<file path="src/uml_defs.vh">
// Operation
// - dsr change flag, modem line status bit 1, sets when data_set_ready_n changed
// - cts change flag sets when clear_to_send_n changed since last status read
// - ring change flag sets when ring_indicator_n changed since last status read
// - 8-bit scratch byte at 0x1c, freely read/write, no side effects, upper bits zero
// - divisor low byte, read/write at 0x20, resets to zero
// - divisor high byte, read/write at 0x24, resets to zero
// - receive byte mirrored on sixteen word locations 0x30 to 0x6c
// - mirror returns data only with shadow option built and line control bit 7 zero
`ifndef UML_DEFS_VH
`define UML_DEFS_VH

// ==========================================================
// register offsets (byte addresses)
`define UML_OFS_LINE_CTRL   8'h0c
`define UML_OFS_MODEM_STAT  8'h18
`define UML_OFS_SCRATCH     8'h1c
`define UML_OFS_LPDIV_LO    8'h20
`define UML_OFS_LPDIV_HI    8'h24
`define UML_OFS_SHADOW_LO   8'h30
`define UML_OFS_SHADOW_HI   8'h6c
`define UML_OFS_LINE_STAT   8'h14
`define UML_OFS_IRQ_STAT    8'h90
`define UML_OFS_IRQ_MASK    8'h94

// ==========================================================
// field positions
`define UML_MS_DCTS         0
`define UML_MS_DSR_CHG      1
`define UML_MS_DRI          2
`define UML_MS_CTS          4
`define UML_MS_DSR          5
`define UML_MS_RI           6
`define UML_LC_DLAB         7
`define UML_LS_DREADY       0
`define UML_LS_OVERRUN      1
`define UML_IRQ_MODEM       0
`define UML_IRQ_RXDATA      1
`define UML_IRQ_OVERRUN     2
`define UML_IRQ_W           3

// ==========================================================
// reset values
`define UML_RST_BYTE        8'h00
`define UML_RST_IRQ         3'h0
`define UML_RST_PIN_N       1'b1

`endif

</file>
<file path="src/uml_regs.v">
// The Wishbone slave port was left to the implementer.
`timescale 1ns/1ns
`include "uml_defs.vh"

module uml_regs #(
  parameter       SHADOW_EN = 1,
  parameter       ADR_W     = 8
) (
  input  wire              clk_i,
  input  wire              rst_i,
  input  wire              ce_i,
  input  wire              wb_cyc_i,
  input  wire              wb_stb_i,
  input  wire              wb_we_i,
  input  wire [ADR_W-1:0]  wb_adr_i,
  input  wire [31:0]       wb_dat_i,
  input  wire [3:0]        wb_sel_i,
  output wire [31:0]       wb_dat_o,
  output wire              wb_ack_o,
  input  wire              data_set_ready_n_i,
  input  wire              clear_to_send_n_i,
  input  wire              ring_indicator_n_i,
  input  wire [7:0]        rx_data_i,
  input  wire              rx_valid_i,
  output wire [15:0]       lp_divisor_o,
  output wire              divisor_latch_access_o,
  output wire              irq_o
);

  // ========================================================
  // bus decode
  wire        req     = wb_cyc_i & wb_stb_i;
  reg         ack_ff;
  wire        take    = req & ~ack_ff;
  wire        wr      = take & wb_we_i & wb_sel_i[0];
  wire        rd      = take & ~wb_we_i;
  wire        sel_lc  = (wb_adr_i == `UML_OFS_LINE_CTRL);
  wire        sel_ms  = (wb_adr_i == `UML_OFS_MODEM_STAT);
  wire        sel_ls  = (wb_adr_i == `UML_OFS_LINE_STAT);
  wire        sel_sc  = (wb_adr_i == `UML_OFS_SCRATCH);
  wire        sel_dl  = (wb_adr_i == `UML_OFS_LPDIV_LO);
  wire        sel_dh  = (wb_adr_i == `UML_OFS_LPDIV_HI);
  wire        sel_is  = (wb_adr_i == `UML_OFS_IRQ_STAT);
  wire        sel_im  = (wb_adr_i == `UML_OFS_IRQ_MASK);
  // sixteen word slots; low two address bits must be zero
  wire        sel_sh  = (wb_adr_i >= `UML_OFS_SHADOW_LO) &&
                        (wb_adr_i <= `UML_OFS_SHADOW_HI) &&
                        (wb_adr_i[1:0] == 2'b00);

  // ========================================================
  // storage
  reg  [7:0]  line_ctrl_ff;
  reg  [7:0]  scratch_ff;
  reg  [7:0]  lpdiv_lo_ff;
  reg  [7:0]  lpdiv_hi_ff;
  reg  [7:0]  rx_buf_ff;
  reg  [2:0]  irq_mask_ff;
  wire        rx_ready;
  wire        overrun;
  wire        ch_dsr;
  wire        ch_cts;
  wire        ch_ri;
  wire        d_dsr;
  wire        d_cts;
  wire        d_ri;
  wire [2:0]  irq_stat;
  reg  [31:0] dat_ff;

  // shadow reads only valid with the option built and the latch bit low
  wire        shadow_ok = (SHADOW_EN != 0) &&
                          ~line_ctrl_ff[`UML_LC_DLAB];
  wire        rd_shadow = rd & sel_sh & shadow_ok;
  wire        rd_modem  = rd & sel_ms;
  wire        rd_line   = rd & sel_ls;
  wire        rd_irq    = rd & sel_is;

  // ========================================================
  // modem change detection
  // a change in the very cycle of the clearing read still lands
  uml_pin_change u_dsr (
    .clk_i   (clk_i),
    .rst_i   (rst_i),
    .ce_i    (ce_i),
    .pin_n_i (data_set_ready_n_i),
    .clr_i   (rd_modem),
    .chg_o   (ch_dsr),
    .flag_o  (d_dsr)
  );

  uml_pin_change u_cts (
    .clk_i   (clk_i),
    .rst_i   (rst_i),
    .ce_i    (ce_i),
    .pin_n_i (clear_to_send_n_i),
    .clr_i   (rd_modem),
    .chg_o   (ch_cts),
    .flag_o  (d_cts)
  );

  uml_pin_change u_ri (
    .clk_i   (clk_i),
    .rst_i   (rst_i),
    .ce_i    (ce_i),
    .pin_n_i (ring_indicator_n_i),
    .clr_i   (rd_modem),
    .chg_o   (ch_ri),
    .flag_o  (d_ri)
  );

  // ========================================================
  // receive holding byte
  // overrun: new byte lands while the old one is unread
  wire        ovr_evt = rx_valid_i & rx_ready & ~rd_shadow;

  always @(posedge clk_i) begin
    if (rst_i) begin
      rx_buf_ff <= `UML_RST_BYTE;
    end else if (ce_i) begin
      if (rx_valid_i) begin
        rx_buf_ff <= rx_data_i;
      end
    end
  end

  // ready is consumed only by a shadow read that really returned the byte
  uml_sticky #(
    .W (1)
  ) u_ready (
    .clk_i  (clk_i),
    .rst_i  (rst_i),
    .ce_i   (ce_i),
    .set_i  (rx_valid_i),
    .clr_i  (rd_shadow),
    .flag_o (rx_ready)
  );

  uml_sticky #(
    .W (1)
  ) u_overrun (
    .clk_i  (clk_i),
    .rst_i  (rst_i),
    .ce_i   (ce_i),
    .set_i  (ovr_evt),
    .clr_i  (rd_line),
    .flag_o (overrun)
  );

  // ========================================================
  // software registers
  always @(posedge clk_i) begin
    if (rst_i) begin
      line_ctrl_ff <= `UML_RST_BYTE;
      scratch_ff   <= `UML_RST_BYTE;
      lpdiv_lo_ff  <= `UML_RST_BYTE;
      lpdiv_hi_ff  <= `UML_RST_BYTE;
      irq_mask_ff  <= `UML_RST_IRQ;
    end else if (ce_i && wr) begin
      if (sel_lc) begin
        line_ctrl_ff <= wb_dat_i[7:0];
      end
      if (sel_sc) begin
        scratch_ff <= wb_dat_i[7:0];
      end
      if (sel_dl) begin
        lpdiv_lo_ff <= wb_dat_i[7:0];
      end
      if (sel_dh) begin
        lpdiv_hi_ff <= wb_dat_i[7:0];
      end
      if (sel_im) begin
        irq_mask_ff <= wb_dat_i[`UML_IRQ_W-1:0];
      end
    end
  end

  // ========================================================
  // interrupt status: sticky, cleared by reading, set wins
  wire [2:0]  irq_evt;
  assign irq_evt[`UML_IRQ_MODEM]   = ch_dsr | ch_cts | ch_ri;
  assign irq_evt[`UML_IRQ_RXDATA]  = rx_valid_i;
  assign irq_evt[`UML_IRQ_OVERRUN] = ovr_evt;

  uml_sticky #(
    .W (`UML_IRQ_W)
  ) u_irq_stat (
    .clk_i  (clk_i),
    .rst_i  (rst_i),
    .ce_i   (ce_i),
    .set_i  (irq_evt),
    .clr_i  (rd_irq),
    .flag_o (irq_stat)
  );

  // ========================================================
  // read mux: values before any read side effect
  reg  [31:0] rd_val;
  always @* begin
    rd_val = 32'h0000_0000;
    if (sel_lc) begin
      rd_val[7:0] = line_ctrl_ff;
    end
    if (sel_ms) begin
      rd_val[`UML_MS_DCTS]    = d_cts;
      rd_val[`UML_MS_DSR_CHG] = d_dsr;
      rd_val[`UML_MS_DRI]     = d_ri;
      rd_val[`UML_MS_CTS]  = ~clear_to_send_n_i;
      rd_val[`UML_MS_DSR]  = ~data_set_ready_n_i;
      rd_val[`UML_MS_RI]   = ~ring_indicator_n_i;
    end
    if (sel_ls) begin
      rd_val[`UML_LS_DREADY]  = rx_ready;
      rd_val[`UML_LS_OVERRUN] = overrun;
    end
    if (sel_sc) begin
      rd_val[7:0] = scratch_ff;
    end
    if (sel_dl) begin
      rd_val[7:0] = lpdiv_lo_ff;
    end
    if (sel_dh) begin
      rd_val[7:0] = lpdiv_hi_ff;
    end
    if (sel_sh && shadow_ok) begin
      rd_val[7:0] = rx_buf_ff;
    end
    if (sel_is) begin
      rd_val[`UML_IRQ_W-1:0] = irq_stat;
    end
    if (sel_im) begin
      rd_val[`UML_IRQ_W-1:0] = irq_mask_ff;
    end
  end

  // ========================================================
  // one-wait-state answer; unmapped reads return zero, writes dropped
  always @(posedge clk_i) begin
    if (rst_i) begin
      ack_ff <= 1'b0;
      dat_ff <= 32'h0000_0000;
    end else if (ce_i) begin
      ack_ff <= take;
      if (rd) begin
        dat_ff <= rd_val;
      end
    end
  end

  assign wb_ack_o               = ack_ff;
  assign wb_dat_o               = dat_ff;
  assign lp_divisor_o           = {lpdiv_hi_ff, lpdiv_lo_ff};
  assign divisor_latch_access_o = line_ctrl_ff[`UML_LC_DLAB];
  assign irq_o                  = |(irq_stat & irq_mask_ff);

endmodule // uml_regs

// ==========================================================
// sticky flags: an event in the cycle of the clearing read wins
module uml_sticky #(
  parameter W = 1
) (
  input  wire          clk_i,
  input  wire          rst_i,
  input  wire          ce_i,
  input  wire [W-1:0]  set_i,
  input  wire          clr_i,
  output wire [W-1:0]  flag_o
);

  reg  [W-1:0] flag_ff;
  wire [W-1:0] nxt_flag = set_i | (flag_ff & {W{~clr_i}});

  always @(posedge clk_i) begin
    if (rst_i) begin
      flag_ff <= {W{1'b0}};
    end else if (ce_i) begin
      flag_ff <= nxt_flag;
    end
  end

  assign flag_o = flag_ff;

endmodule // uml_sticky

// ==========================================================
// one modem line: change against the last sample, held until read
module uml_pin_change (
  input  wire clk_i,
  input  wire rst_i,
  input  wire ce_i,
  input  wire pin_n_i,
  input  wire clr_i,
  output wire chg_o,
  output wire flag_o
);

  // last sample resets to the idle level, so a line already low shows a change
  reg         prev_ff;
  wire        chg = pin_n_i ^ prev_ff;

  always @(posedge clk_i) begin
    if (rst_i) begin
      prev_ff <= `UML_RST_PIN_N;
    end else if (ce_i) begin
      prev_ff <= pin_n_i;
    end
  end

  uml_sticky #(
    .W (1)
  ) u_flag (
    .clk_i  (clk_i),
    .rst_i  (rst_i),
    .ce_i   (ce_i),
    .set_i  (chg),
    .clr_i  (clr_i),
    .flag_o (flag_o)
  );

  assign chg_o = chg;

endmodule // uml_pin_change
</file>
<file path="config.mk">
export PLATFORM = sky130hd
export DESIGN_NAME = uml_regs
export DESIGN_NICKNAME = d
export VERILOG_FILES = /design/src/uml_regs.v
export VERILOG_INCLUDE_DIRS = /design/src
export SDC_FILE = /design/constraint.sdc
export NUM_CORES = 1
export LEC_CHECK = 0
export BUFFER_PORTS_ARGS = -buffer_cell sky130_fd_sc_hd__buf_2
export CAP_MARGIN = 10
export CORE_MARGIN = 5
export CORE_UTILIZATION = 49
export CTS_CLUSTER_DIAMETER = 100
export DETAILED_ROUTE_END_ITERATION = 8
export HOLD_SLACK_MARGIN = 0.15
export PLACE_DENSITY_LB_ADDON = 0.12
export RECOVER_POWER = 25
export SKIP_CTS_REPAIR_TIMING = 1
export SYNTH_ARGS = -nofsm -noshare
export SYNTH_HDL_FRONTEND = slang
export SYNTH_SLANG_ARGS = --single-unit
export TNS_END_PERCENT = 1
</file>
<file path="constraint.sdc">
create_clock -name clk_i -period 2.8 [get_ports clk_i]
set_clock_uncertainty 0.15 [all_clocks]
set_input_delay 0.28 -clock clk_i [delete_from_list [all_inputs] [get_ports clk_i]]
set_output_delay 0.28 -clock clk_i [all_outputs]
set_load 0.01 [all_outputs]
</file>
### Word-level counts from Yosys, hierarchy flattened

Cells that the tools add are included.

* order comparisons: 2
* eq/ne operators: 8
* mux-type cells: 10
* bitwise gates (word level): 40
* reductions and logical operators: 13

Operators with widths (number)
* $mux 8: 5
* $eq 8x5->1 const B: 3
* $and 1x1->1: 17
* $eq 8x6->1 const B: 2
* $eq 8x8->1 const B: 2
* $reduce_and 2->1: 7
* $mux 3: 4
* $not 1->1: 10
* $eq 8x4->1 const B: 1
* $ge 8x6->1 const B: 1
* $le 8x7->1 const B: 1
* $or 1x1->1: 7
* $and 3x3->3: 2
* $logic_and 1x1->1: 4
* $or 3x3->3: 1
* $reduce_or 3->1: 1
* $xor 1x1->1: 3
* $logic_not 2->1: 1
* $mux 2: 1

* bits in registers: 63
* bits of input ports: 62
* output and inout port bits: 51
* word-level logic and storage cells: 90

### Depth between registers and ports, before layout

* depth in word-level cells: 10
* depth in mapped cells: 7
* mapped depth without buffers: 5

### Cells and area by module

A second synthesis with hierarchy kept.

* cells, all modules: 362
* area, all modules: 3221.8 µm²

By module, submodules not included
* uml_regs: instances 1, cells an instance 318, area an instance 2761.4 µm², seq. area each 1041.0 µm²
* uml_sticky at u_cts.u_flag ...: instances 5, cells an instance 4, area an instance 42.5 µm², seq. area each 20.0 µm²
* uml_pin_change: instances 3, cells an instance 4, area an instance 43.8 µm², seq. area each 20.0 µm²
* uml_sticky at u_irq_stat: instances 1, cells an instance 12, area an instance 116.4 µm², seq. area each 60.1 µm²

### Least setup slack after synthesis

Ideal clock, no wire load.

* path kind: input to register
* from: in wb_adr_i[7]
* to: reg lpdiv_lo_ff[0]
* library setup time: 70 ps
* arrival time: 1924 ps
* required time: 2580 ps
* setup slack: 655 ps
* stages on the path: 7
* path buffers: 2
* cell sequence: or4_1 buf_6 or3_4 buf_6 nor4_4 nand2_1 a21oi_1

* cells in the longest elaborated chain, start to end: 2

RTL lines
* from (decl): line uml_regs.v:15 `input wire [ADR_W-1:0] wb_adr_i,`
* $eq 8x6->1 (no line)
* $reduce_and 2->1 (no line)
* to (signal assigned): line uml_regs.v:154 `` lpdiv_lo_ff <= `UML_RST_BYTE; ``
* to (signal assigned): line uml_regs.v:165 `lpdiv_lo_ff <= wb_dat_i[7:0];`
* to (decl): line uml_regs.v:54 `reg [7:0] lpdiv_lo_ff;`

No other way between the ends.
A chain may end at the register's enable or synchronous reset.

### Worst setup path after layout

* from: reg line_ctrl_ff[7]
* to: reg u_ready.flag_ff (netlist: u_ready.flag_o)

* cells in the longest elaborated chain, start to end: 5

RTL lines
* from (decl): line uml_regs.v:52 `reg [7:0] line_ctrl_ff;`
* from (signal assigned): line uml_regs.v:152 `` line_ctrl_ff <= `UML_RST_BYTE; ``
* from (signal assigned): line uml_regs.v:159 `line_ctrl_ff <= wb_dat_i[7:0];`
* $not 1->1: line uml_regs.v:71 `` ~line_ctrl_ff[`UML_LC_DLAB]; ``
* $and 1x1->1: line uml_regs.v:72 `wire rd_shadow = rd & sel_sh & shadow_ok;`
* $not 1->1: line uml_regs.v:270 `wire [W-1:0] nxt_flag = set_i | (flag_ff & {W{~clr_i}});`
* $and 1x1->1: line uml_regs.v:270
* $or 1x1->1: line uml_regs.v:270
* to (signal assigned): line uml_regs.v:274 `flag_ff <= {W{1'b0}};`
* to (signal assigned): line uml_regs.v:276 `flag_ff <= nxt_flag;`
* to (decl): line uml_regs.v:269 `reg [W-1:0] flag_ff;`

No other way between the ends.

==> impl_metrics.ini <==
[timing]
final_min_period_over_clock_period = 0.764
period_minus_slack_ns = 2.14
hold_ws_ns = 0.198
final-max-slew-violation-count = 37
timing.final.setup_violations = 0
max_clock_freq_mhz = 467
timing_worst_slew_pin_value_ns = 1.58
rsz0062_at_grt = false
report.final.hold_viol_count = 0
max_slew_margin = -0.0548
fin_setup_tns_ns = 0
finalWorstSetupSlack_ns = 0.660

[clocking]
cts_tree = yes
cts.root.buffer_cell = sky130_fd_sc_hd__clkbuf_8
clk_path_buf_depth = 2
h-tree-depth = 3
clock-sinks = 63
clk_latency_ns = 0.35
cts_made_buffers = 9
worst_setup_hold_path_clk_slew_ns = 0.07

[layout]
finalCoreUtilization = 0.597
antenna-diode-count = 0
final_common_cell = sky130_fd_sc_hd__nand2_1
fill_cells = 601
design.final.nets = 529
syn_to_final_growth_pct = 20.7
post_route_cells_drive_above_1_share = 0.184
multi_input_comb_area_mm2 = 0.00161
final_cell_mix = 85 x sky130_fd_sc_hd__nand2_1, 63 x sky130_fd_sc_hd__dfxtp_1, 59 x sky130_fd_sc_hd__a21oi_1, 50 x sky130_fd_sc_hd__buf_2, 27 x sky130_fd_sc_hd__nor2_1
footprint_of_the_flip_flops_and_latches_mm2 = 0.00126

[setup_path]
timing.rr.end = u_ready.flag_o
critical_path_cell_count = 6
setup.worst_path.end_class = flop
worstPathRequired_ns = 2.82
critical_path.max_stage_delay_ns = 0.67
crit_buf_inv = 1
cp-startpoint = line_ctrl_ff[7]
timing.critical_path.max_delay_family = simple AND/OR/NAND/NOR gates
cpMostUsedCell = sky130_fd_sc_hd__a21oi_1
critical_path_class = flop to flop
worst_path_fanout_max = 12
timing.critical_path.cells = or4_2 -> a21oi_1 -> buf_4 -> nand4_1 -> o21ai_0 -> a21oi_1
slowest_stage = sky130_fd_sc_hd__or4_2
worst-r2r-setup-slack_ns = 0.66
cp.arrival_ns = 2.16
type_of_element_launching_the_critical_path = flop
worst_r2r_startpoint = line_ctrl_ff[7]
worst-r2r-cell-count = 6
endpoint = u_ready.flag_o

[power]
power_density_mw_per_mm2 = 513
ir_drop_v = 0.000365
power.leakage_nw = 1.43

[placed_design]
place_worst_setup_slack_ns = 0.428
io_buffers = 61
placer_congestion_estimate = 0.824
detailedPlacementHpwl_mm = 5.99

[floorplan]
die_area_mm2 = 0.00799
coreArea_mm2 = 0.00624
floorplan.die.height_um = 89.4
fp.dieW_um = 89.4
boundaryPins = 113
initial_utilization = 0.495
rows = 29

[yosys]
synth-seq-area-share = 0.408
synth.cell_area_mm2 = 0.00309
netlist_instances = 393
synth_unique_cells = 52
netlist.area_leader.share = 0.408
yosys_warnings = 0
ys_top_cells_by_area = sky130_fd_sc_hd__dfxtp_1 41%, sky130_fd_sc_hd__nand2_1 10%, sky130_fd_sc_hd__a21oi_1 9.6%
post-synth-top-area-cell = sky130_fd_sc_hd__dfxtp_1
synth-async-reset-ratio = 0
post_synth.cell_area_avg_um2 = 7.86
synth_edf_count = 0
postSynth.topFlopCell = sky130_fd_sc_hd__dfxtp_1
post_synthesis_sequential_element_count = 63

[drt]
route.antenna.remaining_nets = 0
via_count = 2916
wire_per_inst_um = 15.3
detailedRoute.firstIterationViolations = 126
finalWirelength_mm = 8.39
drtPass1Iterations = 4
remaining_drc_errors = 0
wl_met1_mm = 3.92
met3_wirelength_um = 509
route.met2.wl_mm = 3.84
maxUsedRoutingLayer = met4
routed_via_density = 5.31

[outcome]
outcome = finished, violations left
violations = max-capacitance violations, max-slew violations

[grt]
grt_start_max_net_pins = 37
grt_first_pass_wirelength_mm = 13.1
grt_antenna_before_repair = 0
total_congestion_overflow_after_global_routing = 0
grt.total_usage = 0.218
first_global_vias = 2585

[run]
max_cap_violations = 1

[hold_path]
hold-path-cell-count = 2
hp-class = input port to flop
holdCritStartpoint = ce_i
layer usage:
metal / vias up / GRT usage
li1: 1459 / -
met1: 1344 / 0.304
met2: 98 / 0.328
met3: 15 / 0.0341
met4: 0 / 0.101
met5: - / 0
cell type report:
type / instances / area share
multi-input combinational: 300 / 0.431
sequential: 63 / 0.338
timing repair buffer: 90 / 0.149
clock buffer: 9 / 0.0332
tap: 77 / 0.0258
clock inverter: 7 / 0.0198
inverter: 3 / 0.00302
power breakdown:
part / switching (mW) / internal [mW]
Sequential: 0.0130 / 0.916
Clock: 0.384 / 0.410
Combinational: 0.114 / 0.0752
how the worst min path moves through the flow:
stage	endpoint	slack, ns
finish	u_dsr.prev_ff	0.20
global route	wb_ack_o	0.22
CTS	rx_buf_ff[6]	0.01
detailed placement	scratch_ff[7]	0.30
global placement	line_ctrl_ff[3]	0.29
floorplan	u_cts.prev_ff	0.25
cell families (layout without fill, tap and decap cells):
| group | after synthesis | in the layout | share of synthesized area |
|---|---|---|---|
| buffers and inverters | 53 | 109 | 0.0989 |
| other | 1 | 24 | 0.00121 |
| muxes | 13 | 13 | 0.0434 |
| xor gates and xnor gates | 3 | 3 | 0.00851 |
| AOI/OAI and AO/OA | 98 | 98 | 0.192 |
| DFF | 63 | 63 | 0.408 |
| and+or+nand+nor | 162 | 162 | 0.247 |
stage by stage:
step | area, µm² | power, mW | std cells
floorplan | 3170 | 1.08 | 416
global placement | 3360 | 1.12 | 514
detailed placement | 3360 | 1.12 | 514
CTS | 3550 | 1.90 | 530
global route | 3730 | 1.99 | 549
finish | 3730 | 1.91 | 549
worst reg2reg max path, delay by kind of cell, from the launching register on:
| kind | cells | cell delay, ns |
|---|---|---|
| compound gates | 3 | 0.42 |
| buf+inv | 1 | 0.22 |
| simple gates | 2 | 0.81 |
| flops | 1 | 0.36 |
cell usage after synthesis (4+ instances only):
| cell | n |
|---|---|
| sky130_fd_sc_hd__nand2_1 | 85 |
| sky130_fd_sc_hd__dfxtp_1 | 63 |
| sky130_fd_sc_hd__a21oi_1 | 59 |
| sky130_fd_sc_hd__nor2_1 | 27 |
| sky130_fd_sc_hd__buf_4 | 24 |
| sky130_fd_sc_hd__clkbuf_1 | 21 |
| sky130_fd_sc_hd__nand3_1 | 13 |
| sky130_fd_sc_hd__mux2i_1 | 10 |
| sky130_fd_sc_hd__a22oi_1 | 6 |
| sky130_fd_sc_hd__a211oi_1 | 5 |
| sky130_fd_sc_hd__nand2b_1 | 5 |
| sky130_fd_sc_hd__nor2b_1 | 4 |
| sky130_fd_sc_hd__nor3_1 | 4 |
| sky130_fd_sc_hd__o21ai_0 | 4 |
flip-flops by register name, indices dropped and copies added (netlist names), 3 cells and up:
signal,count
scratch_ff,8
lpdiv_lo_ff,8
u_irq_stat.flag_o,3
irq_mask_ff,3
rx_buf_ff,8
wb_dat_o,8
line_ctrl_ff,8
lpdiv_hi_ff,8
(Power assumes the default switching activity.)
